<file path="config.mk">
export PLATFORM = sky130hd
export DESIGN_NAME = haptic_device_flat
export DESIGN_NICKNAME = d
export VERILOG_FILES = /design/src/haptic_pkg.sv /design/src/haptic_link_if.sv /design/src/trig_edge.sv /design/src/haptic_device.sv /design/src/flat_wrapper.sv
export SDC_FILE = /design/constraint.sdc
export NUM_CORES = 1
export LEC_CHECK = 0
export ABC_AREA = 1
export BUFFER_PORTS_ARGS = -buffer_cell sky130_fd_sc_hd__buf_2
export CAP_MARGIN = 20
export CORE_ASPECT_RATIO = 0.6
export CORE_MARGIN = 4
export CORE_UTILIZATION = 46
export DETAILED_ROUTE_END_ITERATION = 10
export GPL_ROUTABILITY_DRIVEN = 0
export PLACE_DENSITY = 0.68
export SYNTH_ARGS = -nofsm -noshare
export SYNTH_HDL_FRONTEND = slang
export SYNTH_HIERARCHICAL = 1
export SYNTH_SLANG_ARGS = --single-unit
</file>
<file path="constraint.sdc">
create_clock -name clk_i -period 5.5 [get_ports clk_i]
set_clock_uncertainty 0.1 [all_clocks]
set_input_delay 1.375 -clock clk_i [delete_from_list [all_inputs] [get_ports clk_i]]
set_output_delay 1.375 -clock clk_i [all_outputs]
set_load 0.005 [all_outputs]
</file>
<file path="src/haptic_pkg.sv">
// package: register map, field positions, reset values and timing counts
// assumes: shared by the device end, the link monitor and the testbench
package haptic_pkg;
   localparam int ADDR_W = 8;
   localparam int DATA_W = 8;
   // register offsets
   localparam logic [7:0] STATUS_ADDR = 8'h00;
   localparam logic [7:0] MODE_ADDR = 8'h01;
   localparam logic [7:0] LIVE_ADDR = 8'h02;
   localparam logic [7:0] START_ADDR = 8'h0c;
   localparam logic [7:0] FORMAT_ADDR = 8'h1d;
   // mode register fields
   localparam int RESET_BIT = 7;
   localparam int STANDBY_BIT = 6;
   localparam logic [7:0] MODE_RESET_VAL = 8'h40;
   localparam logic [7:0] MODE_WR_MASK = 8'hc7;
   // status register fields
   localparam int OUTCOME_BIT = 3;
   localparam int ID_LSB = 5;
   localparam logic [2:0] ID_VAL = 3'h2; // arbitrary identity value
   // start register field
   localparam int START_BIT = 0;
   // format register fields
   localparam int PWM_ANALOG_BIT = 1;
   localparam int UNSIGNED_BIT = 3;
   localparam int CAP_INPUT_BIT = 5;
   localparam logic [7:0] FORMAT_WR_MASK = 8'h2a;
   localparam logic [7:0] LIVE_RESET_VAL = 8'h00;
   localparam logic [7:0] FORMAT_RESET_VAL = 8'h00;
   // timing: clock 40 MHz, times in ns
   localparam int CLK_NS = 25;
   localparam int RESET_NS = 100;
   localparam int RESET_CYCLES = (RESET_NS + CLK_NS - 1) / CLK_NS;
   localparam int PLAY_CYCLES = 16;
   localparam int TEST_CYCLES = 24;
   // mode selector values
   typedef enum logic [2:0] {
      MODE_INTERNAL = 3'h0,
      MODE_EDGE = 3'h1,
      MODE_LEVEL = 3'h2,
      MODE_STREAM = 3'h3,
      MODE_AUDIO = 3'h4,
      MODE_LIVE = 3'h5,
      MODE_DIAG = 3'h6,
      MODE_CAL = 3'h7
   } mode_sel_t;
endpackage

</file>
<file path="src/haptic_link_if.sv">
// interface: register strobes and the trigger pin between host and device
// assumes: one clock for both ends, strobes one cycle wide
`timescale 1ns/100ps
`default_nettype none
interface haptic_link_if;
   logic [7:0] addr; // register offset
   logic [7:0] wdata; // write data
   logic wr; // write strobe
   logic rd; // read strobe
   logic [7:0] rdata; // read data
   logic rvalid; // read data valid pulse
   logic input_trigger_pin; // trigger / signal input level
   modport device (input addr, wdata, wr, rd, input_trigger_pin, output rdata, rvalid);
   modport host (output addr, wdata, wr, rd, input_trigger_pin, input rdata, rvalid);
endinterface
`default_nettype wire

</file>
<file path="src/trig_edge.sv">
// module: rising and falling edge pulses of the trigger pin
// assumes: pin already synchronous to clk_i
`timescale 1ns/100ps
`default_nettype none
module trig_edge (
   input wire logic clk_i, // clock
   input wire logic resetn_i, // sync reset, active low
   input wire logic pin_i, // trigger level
   output logic rise_o, // one-cycle rising pulse
   output logic fall_o // one-cycle falling pulse
);
   logic prev_reg;
   logic prev_next;

   // next value of the delayed pin
   always_comb begin
      prev_next = pin_i;
   end

   // register the delayed pin
   always_ff @(posedge clk_i) begin
      if (!resetn_i) begin
         prev_reg <= 1'b0;
      end else begin
         prev_reg <= prev_next;
      end
   end

   // edge pulses
   assign rise_o = pin_i & ~prev_reg;
   assign fall_o = ~pin_i & prev_reg;
endmodule
`default_nettype wire

</file>
<file path="src/haptic_device.sv">
// module: mode control and live playback register logic of the haptic driver
// assumes: host end on haptic_link_if, actuator engines reduced to timers
//
// Functional notes
// - reset bit acts like power cycle
// - full reset aborts playback, restores defaults
// - reset bit self-clears when done
// - standby bit one means standby
// - mode 0: start bit starts playback
// - mode 1: rising edge starts, second cancels
// - mode 2: start bit follows pin
// - mode 3: drive continuously from pin
// - mode 4: audio drive, host sets bits
// - mode 5: drive live value continuously
// - mode 6: diagnostic, clear start, store outcome
// - mode 7: calibration clears start when done
// - every live value write reaches load; the code drives it only in mode 5 outside standby
// - live value signed unless unsigned selected
// - host idles device after live waveform
// - status read clears outcome flag
`timescale 1ns/100ps
`default_nettype none
module haptic_device #(
   parameter int PLAY_LEN = haptic_pkg::PLAY_CYCLES, // triggered waveform length
   parameter int TEST_LEN = haptic_pkg::TEST_CYCLES // diagnostic/calibration length
) (
   input wire logic clk_i, // clock, 40 MHz
   input wire logic resetn_i, // sync reset, active low
   haptic_link_if.device link, // register strobes and trigger pin
   input wire logic test_fail_i, // outcome of the routine at its end
   output logic [7:0] drive_level_o, // signed drive level to the load
   output logic drive_live_o, // drive level is the live register value
   output logic drive_pin_o, // load driven from the pin signal
   output logic pin_analog_o, // pin signal is analog, not pwm
   output logic pin_cap_o, // pin input is ac-coupled
   output logic playing_o, // triggered waveform running
   output logic testing_o, // diagnostic or calibration running
   output logic standby_o // software standby
);
   localparam int CNT_W = 8;

   // elaboration check: the cycle counter is 8 bits wide
   if (PLAY_LEN < 1 || PLAY_LEN > 255 || TEST_LEN < 1 || TEST_LEN > 255) begin : g_len_check
      $error("haptic_device: lengths must be 1..255");
   end

   typedef enum logic [1:0] {
      ST_IDLE = 2'b00,
      ST_RUN = 2'b01,
      ST_RESET = 2'b11
   } eng_state_t;

   // register state
   logic [7:0] mode_reg, mode_next;
   logic [7:0] live_reg, live_next;
   logic [7:0] format_reg, format_next;
   logic start_reg, start_next;
   logic outcome_reg, outcome_next;
   logic [7:0] rdata_reg, rdata_next;
   logic rvalid_reg, rvalid_next;
   // engine state
   eng_state_t state_reg, state_next;
   logic [CNT_W-1:0] cnt_reg, cnt_next;
   // output state
   logic [7:0] level_reg, level_next;
   logic live_out_reg, live_out_next;
   logic pin_out_reg, pin_out_next;
   logic analog_reg, analog_next;
   logic cap_reg, cap_next;
   logic play_reg, play_next;
   logic test_reg, test_next;
   logic standby_reg, standby_next;

   logic rise, fall;

   trig_edge u_edge (
      .clk_i(clk_i),
      .resetn_i(resetn_i),
      .pin_i(link.input_trigger_pin),
      .rise_o(rise),
      .fall_o(fall)
   );

   // register read decode
   function automatic logic [7:0] read_mux(input logic [7:0] a, input logic [7:0] md,
         input logic [7:0] lv, input logic [7:0] fm, input logic st, input logic oc);
      logic [7:0] v;
      v = 8'h00;
      case (a)
         haptic_pkg::STATUS_ADDR: begin
            v[haptic_pkg::ID_LSB +: 3] = haptic_pkg::ID_VAL;
            v[haptic_pkg::OUTCOME_BIT] = oc;
         end
         haptic_pkg::MODE_ADDR: v = md;
         haptic_pkg::LIVE_ADDR: v = lv;
         haptic_pkg::START_ADDR: v[haptic_pkg::START_BIT] = st;
         haptic_pkg::FORMAT_ADDR: v = fm;
         default: v = 8'h00;
      endcase
      return v;
   endfunction

   // register file, mode engine and drive selection
   always_comb begin
      logic [2:0] sel;
      logic wr_mode, wr_start, stop;
      sel = mode_reg[2:0];
      wr_mode = link.wr && link.addr == haptic_pkg::MODE_ADDR;
      wr_start = link.wr && link.addr == haptic_pkg::START_ADDR;
      stop = 1'b0;
      mode_next = mode_reg;
      live_next = live_reg;
      format_next = format_reg;
      start_next = start_reg;
      outcome_next = outcome_reg;
      state_next = state_reg;
      cnt_next = cnt_reg;
      rvalid_next = link.rd;
      rdata_next = read_mux(link.addr, mode_reg, live_reg, format_reg, start_reg, outcome_reg);
      // status read clears the outcome; a set below wins
      if (link.rd && link.addr == haptic_pkg::STATUS_ADDR) begin
         outcome_next = 1'b0;
      end
      if (state_reg == ST_RESET) begin
         // reset in progress: hold everything at defaults, count down
         if (cnt_reg == '0) begin
            state_next = ST_IDLE;
            mode_next = haptic_pkg::MODE_RESET_VAL;
         end else begin
            cnt_next = cnt_reg - 1'b1;
         end
      end else if (wr_mode && link.wdata[haptic_pkg::RESET_BIT]) begin
         // full reset: abort playback, defaults everywhere
         mode_next = haptic_pkg::MODE_RESET_VAL | 8'h80;
         live_next = haptic_pkg::LIVE_RESET_VAL;
         format_next = haptic_pkg::FORMAT_RESET_VAL;
         start_next = 1'b0;
         outcome_next = 1'b0;
         state_next = ST_RESET;
         cnt_next = CNT_W'(haptic_pkg::RESET_CYCLES - 1);
      end else begin
         if (wr_mode) begin
            mode_next = link.wdata & haptic_pkg::MODE_WR_MASK;
         end
         if (link.wr && link.addr == haptic_pkg::LIVE_ADDR) begin
            live_next = link.wdata;
         end
         if (link.wr && link.addr == haptic_pkg::FORMAT_ADDR) begin
            format_next = link.wdata & haptic_pkg::FORMAT_WR_MASK;
         end
         // starts by software or by the pin, per mode
         case (sel)
            haptic_pkg::MODE_INTERNAL, haptic_pkg::MODE_DIAG, haptic_pkg::MODE_CAL: begin
               if (wr_start && link.wdata[haptic_pkg::START_BIT]) begin
                  start_next = 1'b1;
               end
            end
            haptic_pkg::MODE_EDGE: begin
               if (rise && start_reg) begin
                  stop = 1'b1;
               end else if (rise) begin
                  start_next = 1'b1;
               end
            end
            haptic_pkg::MODE_LEVEL: begin
               if (rise && !start_reg) begin
                  start_next = 1'b1;
               end else if (fall && start_reg) begin
                  stop = 1'b1;
               end
            end
            default: begin
               start_next = start_reg;
            end
         endcase
         if (mode_reg[haptic_pkg::STANDBY_BIT]) begin
            start_next = 1'b0; // standby refuses starts
            stop = start_reg;
         end
         // engine: timed waveform or routine, then start bit clears
         case (state_reg)
            ST_IDLE: begin
               if (start_reg && !stop) begin
                  state_next = ST_RUN;
                  cnt_next = (sel == haptic_pkg::MODE_DIAG || sel == haptic_pkg::MODE_CAL) ?
                     CNT_W'(TEST_LEN - 1) : CNT_W'(PLAY_LEN - 1);
               end
            end
            ST_RUN: begin
               if (stop || wr_mode) begin
                  state_next = ST_IDLE;
                  start_next = 1'b0;
               end else if (cnt_reg == '0) begin
                  state_next = ST_IDLE;
                  start_next = 1'b0;
                  if (sel == haptic_pkg::MODE_DIAG || sel == haptic_pkg::MODE_CAL) begin
                     outcome_next = test_fail_i;
                  end
               end else begin
                  cnt_next = cnt_reg - 1'b1;
               end
            end
            default: begin
               state_next = ST_IDLE;
            end
         endcase
         if (stop) begin
            start_next = 1'b0;
         end
      end
      // drive outputs
      standby_next = mode_next[haptic_pkg::STANDBY_BIT];
      live_out_next = !standby_next && mode_next[2:0] == haptic_pkg::MODE_LIVE;
      pin_out_next = !standby_next && (mode_next[2:0] == haptic_pkg::MODE_STREAM ||
         mode_next[2:0] == haptic_pkg::MODE_AUDIO);
      analog_next = format_next[haptic_pkg::PWM_ANALOG_BIT];
      cap_next = format_next[haptic_pkg::CAP_INPUT_BIT];
      level_next = 8'h00;
      if (live_out_next) begin
         level_next = format_next[haptic_pkg::UNSIGNED_BIT] ? (live_next ^ 8'h80) :
            live_next;
      end
      play_next = state_next == ST_RUN && mode_next[2:0] <= haptic_pkg::MODE_LEVEL;
      test_next = state_next == ST_RUN && mode_next[2:0] >= haptic_pkg::MODE_DIAG;
   end

   // register everything
   always_ff @(posedge clk_i) begin
      if (!resetn_i) begin
         mode_reg <= haptic_pkg::MODE_RESET_VAL;
         live_reg <= haptic_pkg::LIVE_RESET_VAL;
         format_reg <= haptic_pkg::FORMAT_RESET_VAL;
         start_reg <= 1'b0;
         outcome_reg <= 1'b0;
         rdata_reg <= 8'h00;
         rvalid_reg <= 1'b0;
         state_reg <= ST_IDLE;
         cnt_reg <= '0;
         level_reg <= 8'h00;
         live_out_reg <= 1'b0;
         pin_out_reg <= 1'b0;
         analog_reg <= 1'b0;
         cap_reg <= 1'b0;
         play_reg <= 1'b0;
         test_reg <= 1'b0;
         standby_reg <= 1'b1;
      end else begin
         mode_reg <= mode_next;
         live_reg <= live_next;
         format_reg <= format_next;
         start_reg <= start_next;
         outcome_reg <= outcome_next;
         rdata_reg <= rdata_next;
         rvalid_reg <= rvalid_next;
         state_reg <= state_next;
         cnt_reg <= cnt_next;
         level_reg <= level_next;
         live_out_reg <= live_out_next;
         pin_out_reg <= pin_out_next;
         analog_reg <= analog_next;
         cap_reg <= cap_next;
         play_reg <= play_next;
         test_reg <= test_next;
         standby_reg <= standby_next;
      end
   end

   assign link.rdata = rdata_reg;
   assign link.rvalid = rvalid_reg;
   assign drive_level_o = level_reg;
   assign drive_live_o = live_out_reg;
   assign drive_pin_o = pin_out_reg;
   assign pin_analog_o = analog_reg;
   assign pin_cap_o = cap_reg;
   assign playing_o = play_reg;
   assign testing_o = test_reg;
   assign standby_o = standby_reg;
endmodule
`default_nettype wire

</file>
<file path="src/flat_wrapper.sv">
// flat-port wrapper written by rule: the top's interface ports become plain ports
module haptic_device_flat 
#(
   parameter int PLAY_LEN = haptic_pkg::PLAY_CYCLES,                             
   parameter int TEST_LEN = haptic_pkg::TEST_CYCLES                                 
)
  (clk_i, resetn_i, test_fail_i, drive_level_o, drive_live_o, drive_pin_o, pin_analog_o, pin_cap_o, playing_o, testing_o, standby_o, link_addr, link_wdata, link_wr, link_rd, link_input_trigger_pin, link_rdata, link_rvalid);
  haptic_link_if link_i ();
  input wire logic clk_i;
  input wire logic resetn_i;
  input wire logic test_fail_i;
  output logic [7:0] drive_level_o;
  output logic drive_live_o;
  output logic drive_pin_o;
  output logic pin_analog_o;
  output logic pin_cap_o;
  output logic playing_o;
  output logic testing_o;
  output logic standby_o;
  input wire logic [$bits(link_i.addr)-1:0] link_addr;
  input wire logic [$bits(link_i.wdata)-1:0] link_wdata;
  input wire logic [$bits(link_i.wr)-1:0] link_wr;
  input wire logic [$bits(link_i.rd)-1:0] link_rd;
  input wire logic [$bits(link_i.input_trigger_pin)-1:0] link_input_trigger_pin;
  output wire logic [$bits(link_i.rdata)-1:0] link_rdata;
  output wire logic [$bits(link_i.rvalid)-1:0] link_rvalid;
  assign link_i.addr = link_addr;
  assign link_i.wdata = link_wdata;
  assign link_i.wr = link_wr;
  assign link_i.rd = link_rd;
  assign link_i.input_trigger_pin = link_input_trigger_pin;
  assign link_rdata = link_i.rdata;
  assign link_rvalid = link_i.rvalid;
  haptic_device #(.PLAY_LEN(PLAY_LEN), .TEST_LEN(TEST_LEN)) u_core (.clk_i(clk_i), .resetn_i(resetn_i), .link(link_i), .test_fail_i(test_fail_i), .drive_level_o(drive_level_o), .drive_live_o(drive_live_o), .drive_pin_o(drive_pin_o), .pin_analog_o(pin_analog_o), .pin_cap_o(pin_cap_o), .playing_o(playing_o), .testing_o(testing_o), .standby_o(standby_o));
endmodule
</file>
==> out/metrics.yaml, run 1 <==
outcome: "finished, final reports clean"
die_w_um: 106
final_area_um2: 3020
rsz0062_at_grt: "false"
root_buffer: "clkbuf_8"
synth_edf_count: 0
fp.dieH_um: 66.9
grt_pass1_wl_mm: 12.1
p_sw_mw: 0.156
synthTopCellsByArea: "dfxtp_1 38%, nand2_1 14%, nor2_1 7.9%"
drtIter0Drc: 341
internal_power_mw: 0.468
endpoint_kind: "flip-flop"
multi_input_area_um2: 1390
clk_path_buf_depth: 2
setup_violations: 0
area_growth_pct: 13.6
clock.fmax_mhz: 347
power_density_nw_per_um2: 207
r2r-start: "u_core/state_reg[0]"
floorplan.initialDensity: 0.477
dp_hpwl_mm: 5.43
cp_slowest_cell: "nor2_1"
power_frac_comb: 0.051
cp_max_fo: 12
antenna_found_initial: 0
ys_warn_count: 6
dp_slack_ns: 2.38
grt_use_total: 0.215
final_nets: 461
synthCells: 397
seqCellArea_um2: 1000
port_buffers: 45
ir_drop_mv: 0.147
antenna_cells: 0
switching_share: 0.250
tightest_slew_ns: 0.718
critical-path-max-stage-delay_ns: 0.56
synth-seq-cells: 50
critPathArrivalTime_ns: 3.02
dieArea_um2: 7090
cts_made_buffers: 5
seq_power_share: 0.583
clock_latency_ns: 0.31
synth_cell_type_count: 34
reg2regPathDepth: 10
setup_ws_ns: 2.62
ios: 46
grt_pass1_vias: 2411
core_um2: 5570
synth_area_um2: 2660
min_path_type: "reg -> reg"
syn_avg_cell_area_um2: 6.69
maxCapViolations: 0
cts_setup_buffers: 0
yosys.area_share.adder: 0.00471
crit_type: "in -> reg"
min_period_over_period: 0.523
hold_depth: 2
hold_buffers: 0
cts_tree: "yes"
wl_per_cell_um: 13.9
worstHoldStart: "u_core/mode_reg[7]"
rows: 21
path_clk_slew_ns: 0.10
cp-start-kind: "input pin"
vias_per_cell: 5.20
placedCellCount: 511
drive_gt1_frac: 0.205
nFillCells: 598
crit_chain: "buf_2 > nor2_1 > nand3_1 > nor2_1 > inv_1 > nand3_1 > o21ai_0 > nor2_1"
ant_nets: 0
synth-compound-area-share: 0.122
worst_path_most_repeated_cell: "nor2_1"
placed_area_um2: 2920
wirelength_mm: 7.20
slew_headroom: 0.520
hold_viol: 0
h-tree-depth: 2
first_pass_iters: 5
vias: 2701
cts_resized: 0
synthMuxAreaShare: 0
synth_top_family_by_area: "simple AND/OR/NAND/NOR gates"
grt_start_max_net_pins: 22
synth_flop_cell: "dfxtp_1"
yosysMostFrequentCell: "nand2_1"
power_mw: 0.623
synth_top_area_frac: 0.377
holdPathEnd: "u_core/mode_reg[7]"
cts.sinks: 50
yosysSeqAreaShare: 0.377
worst-r2r-setup-slack_ns: 3.24
final.setup.tns_ns: 0
synth_xor_area_frac: 0.00990
post-route-min-period_ns: 2.88
p_clk_frac: 0.366
synth_top_cells_by_count: "96 x nand2_1, 56 x nor2_1, 50 x dfxtp_1"
syn-num-nets: 420
instances_no_fill: 519
yosys.area_share.simple: 0.387
power_leakage_nw: 1.39
critical_path_required_ns: 5.64
post-route-drc-count: 0
reg2reg_to: "u_core/drive_level_o[7]"
async_flop_share: 0
synth_top_area_cell: "dfxtp_1"
overflow: 0
slew_violations: 0
## final cells by class
type	count	share of cell area
well taps	80	0.0332
clock buffers	5	0.0228
inverters	53	0.0668
clock inverters	3	0.00954
flip-flops and latches	50	0.332
multi-input cells	283	0.461
repair buffers	45	0.0747
## worst max-delay path, delay by kind of cell
kind	cells	cell delay [ns]
AND/OR/NAND/NOR	5	1.19
buffers and inverters	2	0.29
AO/OA/AOI/OAI	1	0.17
## cell families (layout without fill, tap and decap cells)
kind of cell | count (synthesis) | after routing
buf+inv | 64 | 106
simple gates | 223 | 223
xor+xnor | 3 | 3
compound gates | 56 | 56
flops | 50 | 50
fa+ha+maj | 1 | 1
## cells in the final DEF, fill, tap and decap left out, types with 2 or more instances in the layout
master	count
nor3_1	4
nor2_1	56
xor2_1	3
o21a_1	2
nor2_4	3
clkinv_4	2
a22oi_1	2
o21ai_1	2
a21oi_2	3
a21oi_1	26
nand2_2	8
nand4_1	7
inv_1	49
dfxtp_1	50
o211ai_1	2
nor2_2	12
clkbuf_8	5
inv_2	3
buf_2	45
nand2_1	96
a221oi_1	2
o21bai_1	2
nand3_1	30
o21ai_0	13
nand3_2	3
## metrics by stage
step / hold WS [ns] / util
finish: 0.392 / 0.542
CTS: 0.380 / 0.542
floorplan: 0.338 / -
detailed placement: 0.360 / 0.524
global route: 0.400 / 0.542
global placement: 0.353 / 0.524
## power groups by stage
stage / logic (mW) / clock network, mW / registers [mW]
CTS: 0.0313 / 0.234 / 0.363
floorplan: 0.0158 / 0 / 0.372
finish: 0.0316 / 0.228 / 0.364
global route: 0.0350 / 0.251 / 0.364
detailed placement: 0.0311 / 0 / 0.372
global placement: 0.0304 / 0 / 0.372
## worst max-delay path by stage
stage                 start              endpoint  depth (start not counted)
2_1_floorplan  link_addr[5]     u_core/cnt_reg[4]                         11
3_3_place_gp   link_addr[5]     u_core/cnt_reg[4]                         11
3_5_place_dp   link_addr[2]  u_core/link.rdata[6]                          8
4_1_cts        link_addr[2]  u_core/link.rdata[6]                          8
5_1_grt        link_addr[2]    u_core/live_reg[0]                          9
6_report       link_addr[2]  u_core/link.rdata[3]                          8
## routing by layer
layer | global-route usage | vias to the layer above | wire length [µm]
li1 | - | 1347 | -
met5 | 0 | - | 0
met4 | 0.0323 | 0 | 17
met1 | 0.347 | 1219 | 3770
met2 | 0.282 | 129 | 2650
met3 | 0.0513 | 6 | 759
(Power assumes the default switching activity.)
==> run 2, diff against run 1 <==
- clock period: 5.5 -> 2.8 ns (I/O delays scaled with it)
==> out/metrics.yaml, run 2 (synthesized netlist as in run 1, its figures left out) <==
port_buffers: 45  # unchanged
final.setup.tns_ns: 0  # unchanged
setup_violations: 0  # unchanged
slew_violations: 0  # unchanged
cp-start-kind: "flip-flop"
post-route-min-period_ns: 2.09
hold_depth: 2  # unchanged
cts.sinks: 50  # unchanged
antenna_cells: 0  # unchanged
cts_resized: 0  # unchanged
reg2regPathDepth: 12  # +2
outcome: "finished, final reports clean"
first_pass_iters: 5  # unchanged
power_leakage_nw: 1.43  # +2.3%
crit_type: "reg -> reg"
critical_path_required_ns: 2.95  # -2.69 ns
worst_path_most_repeated_cell: "nand2_2"
post-route-drc-count: 0  # unchanged
setup_ws_ns: 0.711  # -1.91 ns
ir_drop_mv: 0.282  # +92%
grt_pass1_vias: 2328  # -3.4%
r2r-start: "u_core/cnt_reg[0]"
core_um2: 5570  # unchanged
dp_slack_ns: 0.445  # -1.94 ns
hold_viol: 0  # unchanged
ant_nets: 0  # unchanged
antenna_found_initial: 0  # unchanged
wl_per_cell_um: 13.6  # -1.7%
endpoint_kind: "flip-flop"
grt_pass1_wl_mm: 11.3  # -6.8%
cts_tree: "yes"
reg2reg_to: "u_core/drive_level_o[4]"
grt_start_max_net_pins: 18  # -18%
cts_made_buffers: 5  # unchanged
drive_gt1_frac: 0.214  # +0.00895
maxCapViolations: 0  # unchanged
cp_slowest_cell: "dfxtp_1"
die_w_um: 106  # unchanged
path_clk_slew_ns: 0.11  # about the same
grt_use_total: 0.205  # -0.0102
h-tree-depth: 2  # unchanged
floorplan.initialDensity: 0.477  # unchanged
fp.dieH_um: 66.9  # unchanged
tightest_slew_ns: 0.509  # -0.208 ns
critical-path-max-stage-delay_ns: 0.35  # -0.21 ns
clock_latency_ns: 0.31  # about the same
root_buffer: "clkbuf_8"
dp_hpwl_mm: 5.43  # about the same
worst-r2r-setup-slack_ns: 0.71  # -2.53 ns
rsz0062_at_grt: "false"
cts_setup_buffers: 0  # unchanged
critPathArrivalTime_ns: 2.24  # -0.78 ns
worstHoldStart: "u_core/mode_reg[7]"
post-route-util: 0.552  # +0.0103
hold_buffers: 0  # unchanged
vias_per_cell: 5.11  # -1.7%
vias: 2680  # -0.78%
cp_max_fo: 10  # -2
hold-worst-slack_ns: 0.386  # -0.00576 ns
final_common_cell: "nand2_1"
crit_chain: "inv_1 > ha_1 > nand2_1 > nor2_1 > nand2_2 > nand3_1 > nand2_2 > nor2_4 > nand2_2 > nor2_2 > nand2_4 > nor2_2"
power_density_nw_per_um2: 428  # +110%
clock.fmax_mhz: 479
power_mw: 1.32  # +110%
final_nets: 466  # +1.1%
overflow: 0  # unchanged
ios: 46  # unchanged
holdPathEnd: "u_core/mode_reg[7]"
drtIter0Drc: 224  # -34%
min_path_type: "reg -> reg"
nFillCells: 568  # -5.0%
slew_headroom: 0.657  # +0.137
area_growth_pct: 15.8
clk_path_buf_depth: 2  # unchanged
layout_common_cells: "96 x nand2_1, 56 x nor2_1, 50 x dfxtp_1"
dieArea_um2: 7090  # unchanged
min_period_over_period: 0.746
wirelength_mm: 7.14  # -0.76%
rows: 21  # unchanged
-- run 2: how the worst max path moves through the flow --
stage | startpoint | to | slack [ns] | cells past startpoint
global placement | link_addr[5] | u_core/drive_level_o[7] | 0.47 | 11
floorplan | link_addr[5] | u_core/cnt_reg[4] | 0.78 | 11
detailed placement | link_addr[5] | u_core/drive_level_o[4] | 0.44 | 11
finish | u_core/cnt_reg[0] | u_core/drive_level_o[4] | 0.71 | 12
CTS | u_core/cnt_reg[0] | u_core/drive_level_o[4] | 0.73 | 12
global route | u_core/cnt_reg[0] | u_core/drive_level_o[4] | 0.59 | 12
-- run 2: layout make-up --
class,count,area [µm²],share of cell area
flip-flops and latches,50,1000,0.326
clock buffers,5,68.8,0.0224
inverters,53,201,0.0655
multi-input cells,283,1390,0.453
repair buffers,50,263,0.0855
well taps,80,100,0.0326
clock inverters,3,48.8,0.0159
-- run 2: where the power goes --
part	internal (mW)	switching, mW
Sequential	0.713	0.00128
Combinational	0.0220	0.0429
Clock	0.272	0.265
-- run 2: worst max-delay path: cells and delay by family (launching register included) --
kind	cells	cell delay [ns]
adders and majority gates	1	0.22
buffers and inverters	1	0.09
and+or+nand+nor	10	1.26
DFF	1	0.35
-- run 2: per-layer routing --
metal / vias to the layer above / track usage / wire, µm
li1: 1349 / - / -
met3: 5 / 0.0523 / 722
met4: 0 / 0.0582 / 62
met5: - / 0 / 0
met2: 125 / 0.269 / 2720
met1: 1201 / 0.318 / 3640
-- run 2: per-stage QoR --
step           instances  instance area [µm²]
2_1_floorplan        397                 2660
4_1_cts              524                 3070
5_1_grt              524                 3070
6_report             524                 3070
3_5_place_dp         516                 2960
3_3_place_gp         516                 2960
==> run 3, diff against run 2 <==
- clock period: 2.8 -> 2.1 ns (I/O delays scaled with it)
==> out/metrics.yaml, run 3 (synthesized netlist as in run 1, its figures left out) <==
outcome: "finished, final reports clean"
drive_gt1_frac: 0.239  # +0.0245
clock.fmax_mhz: 512  # +6.9%
nFillCells: 553  # -2.6%
critical-path-max-stage-delay_ns: 0.35  # about the same
maxCapViolations: 0  # unchanged
hold_buffers: 0  # unchanged
ir_drop_mv: 0.394  # +40%
crit_type: "reg -> reg"
root_buffer: "clkbuf_8"
crit_buf_inv: 1  # unchanged
min_path_type: "in -> reg"
path_clk_slew_ns: 0.10  # about the same
power_frac_comb: 0.050  # about the same
rows: 21  # unchanged
placedCellCount: 529  # +2.5%
setup_violations: 0  # unchanged
cts.sinks: 50  # unchanged
cpLargestDelayFamily: "simple AND/OR/NAND/NOR gates"
power_mw: 1.74  # +32%
h-tree-depth: 2  # unchanged
cp_slowest_cell: "dfxtp_1"
multi_input_area_um2: 1400  # +0.36%
clock_latency_ns: 0.31  # about the same
cts_tree: "yes"
core_um2: 5570  # unchanged
crit_chain: "inv_1 > ha_1 > nand2_1 > nor2_1 > nand2_2 > nand3_1 > nand2_2 > nor2_4 > nand2_2 > nor2_2 > nand2_4 > nor2_2"
p_clk_frac: 0.403  # -0.005
drtIter0Drc: 336  # +50%
endpoint_kind: "flip-flop"
overflow: 0  # unchanged
antenna_found_initial: 0  # unchanged
internal_power_mw: 1.34  # +33%
hold_viol: 0  # unchanged
slew_violations: 0  # unchanged
critical_path_required_ns: 2.26  # -0.69 ns
ios: 46  # unchanged
worst_path_most_repeated_cell: "nand2_2"
timing.critical_path.from: "u_core/cnt_reg[0]"
grt_start_max_net_pins: 18  # unchanged
ant_nets: 0  # unchanged
wl_per_cell_um: 13.9  # +1.8%
power_leakage_nw: 1.49  # +4.5%
worstHoldStart: "link_rd"
post-route-min-period_ns: 1.95  # -0.136 ns
final_nets: 479  # +2.8%
r2r-start: "u_core/cnt_reg[0]"
power_density_nw_per_um2: 546  # +27%
grt_pass1_wl_mm: 11.9  # +5.4%
area_growth_pct: 20.1
tightest_slew_ns: 0.442  # -0.0672 ns
rsz0062_at_grt: "false"
first_pass_iters: 7  # +2
port_buffers: 45  # unchanged
vias_per_cell: 5.05  # -1.3%
cp-start-kind: "flip-flop"
instances_no_fill: 537  # +2.5%
die_w_um: 106  # unchanged
critPathArrivalTime_ns: 2.11  # -0.13 ns
antenna_cells: 0  # unchanged
min_period_over_period: 0.930  # +0.184
dp_hpwl_mm: 5.75  # +5.8%
p_sw_mw: 0.398  # +29%
slew_headroom: 0.705  # +0.0484
wirelength_mm: 7.45  # +4.3%
final_common_cell: "nand2_1"
floorplan.initialDensity: 0.477  # unchanged
cts_made_buffers: 5  # unchanged
vias: 2712  # +1.2%
fp.dieH_um: 66.9  # unchanged
switching_share: 0.229  # -0.00630
grt_use_total: 0.214  # +0.00932
post-route-drc-count: 0  # unchanged
grt_pass1_vias: 2347  # +0.82%
seqCellArea_um2: 1000  # unchanged
cp_max_fo: 9  # -1
seq_power_share: 0.547  # +0.005
clk_path_buf_depth: 2  # unchanged
dieArea_um2: 7090  # unchanged
layout_common_cells: "96 x nand2_1, 56 x nor2_1, 50 x dfxtp_1"
[run 3: cell types whose count changed in the layout (fill, tap and decap cells not counted), sizes merged]
| cell | delta |
|---|---|
| buf | +13 |
| clkinv | +1 |
| clkinvlp | -1 |
[run 3: power by group through the flow]
| stage | Clock, mW | Combinational, mW | Sequential, mW |
|---|---|---|---|
| 2_1_floorplan | 0 | 0.0414 | 0.974 |
| 3_3_place_gp | 0 | 0.0843 | 0.974 |
| 3_5_place_dp | 0 | 0.0856 | 0.974 |
| 4_1_cts | 0.717 | 0.0862 | 0.952 |
| 5_1_grt | 0.755 | 0.0961 | 0.952 |
| 6_report | 0.701 | 0.0867 | 0.952 |
[run 3: worst paths after layout]
path	endpoint	slack [ns]	cells past startpoint
worst max-delay path	u_core/drive_level_o[7]	0.15	12
worst min-delay path	u_core/link.rvalid	0.33	3
worst max register to register	u_core/drive_level_o[7]	0.15	12
worst min register to register	u_core/format_reg[1]	0.40	2
[run 3: timing repair]
item                                    in CTS  in global routing
buffers inserted                             0                  0
resized for setup                            0                  1
endpoints found under the setup margin       0                  1
endpoints found under the hold margin        0                  0
[run 3: area by class of cell]
class,count,share of cell area
Multi-Input combinational cell,283,0.438
Sequential cell,50,0.314
Timing Repair Buffer,63,0.117
Inverter,53,0.0632
Tap cell,80,0.0314
Clock buffer,5,0.0216
Clock inverter,3,0.0149
[run 3: layer usage]
layer	share of wire	track usage	vias to the layer above
met4	0.0048	0.0404	0
met1	0.53	0.361	1205
met5	0	0	-
li1	-	-	1376
met3	0.10	0.0426	6
met2	0.37	0.263	125
[run 3: per-stage QoR]
step	cell area (µm²)	setup TNS (ns)	utilization	setup WS [ns]	hold WS, ns
finish	3190	0	0.572	0.147	0.331
CTS	3180	0	0.571	0.163	0.327
global route	3190	0	0.572	0.00135	0.333
detailed placement	3070	-0.0478	0.551	-0.0102	0.381
global placement	3070	0	0.551	0.0206	0.375
floorplan	2660	0	-	0.258	0.338
[run 3: worst register-to-register path, cell delays in order (launching register included)]
cell and delay (ns):
dfxtp_1 0.35, inv_1 0.09, ha_1 0.21, nand2_1 0.09
nor2_1 0.19, nand2_2 0.13, nand3_1 0.10, nand2_2 0.07
nor2_4 0.16, nand2_2 0.08, nor2_2 0.12, nand2_4 0.12
nor2_2 0.12
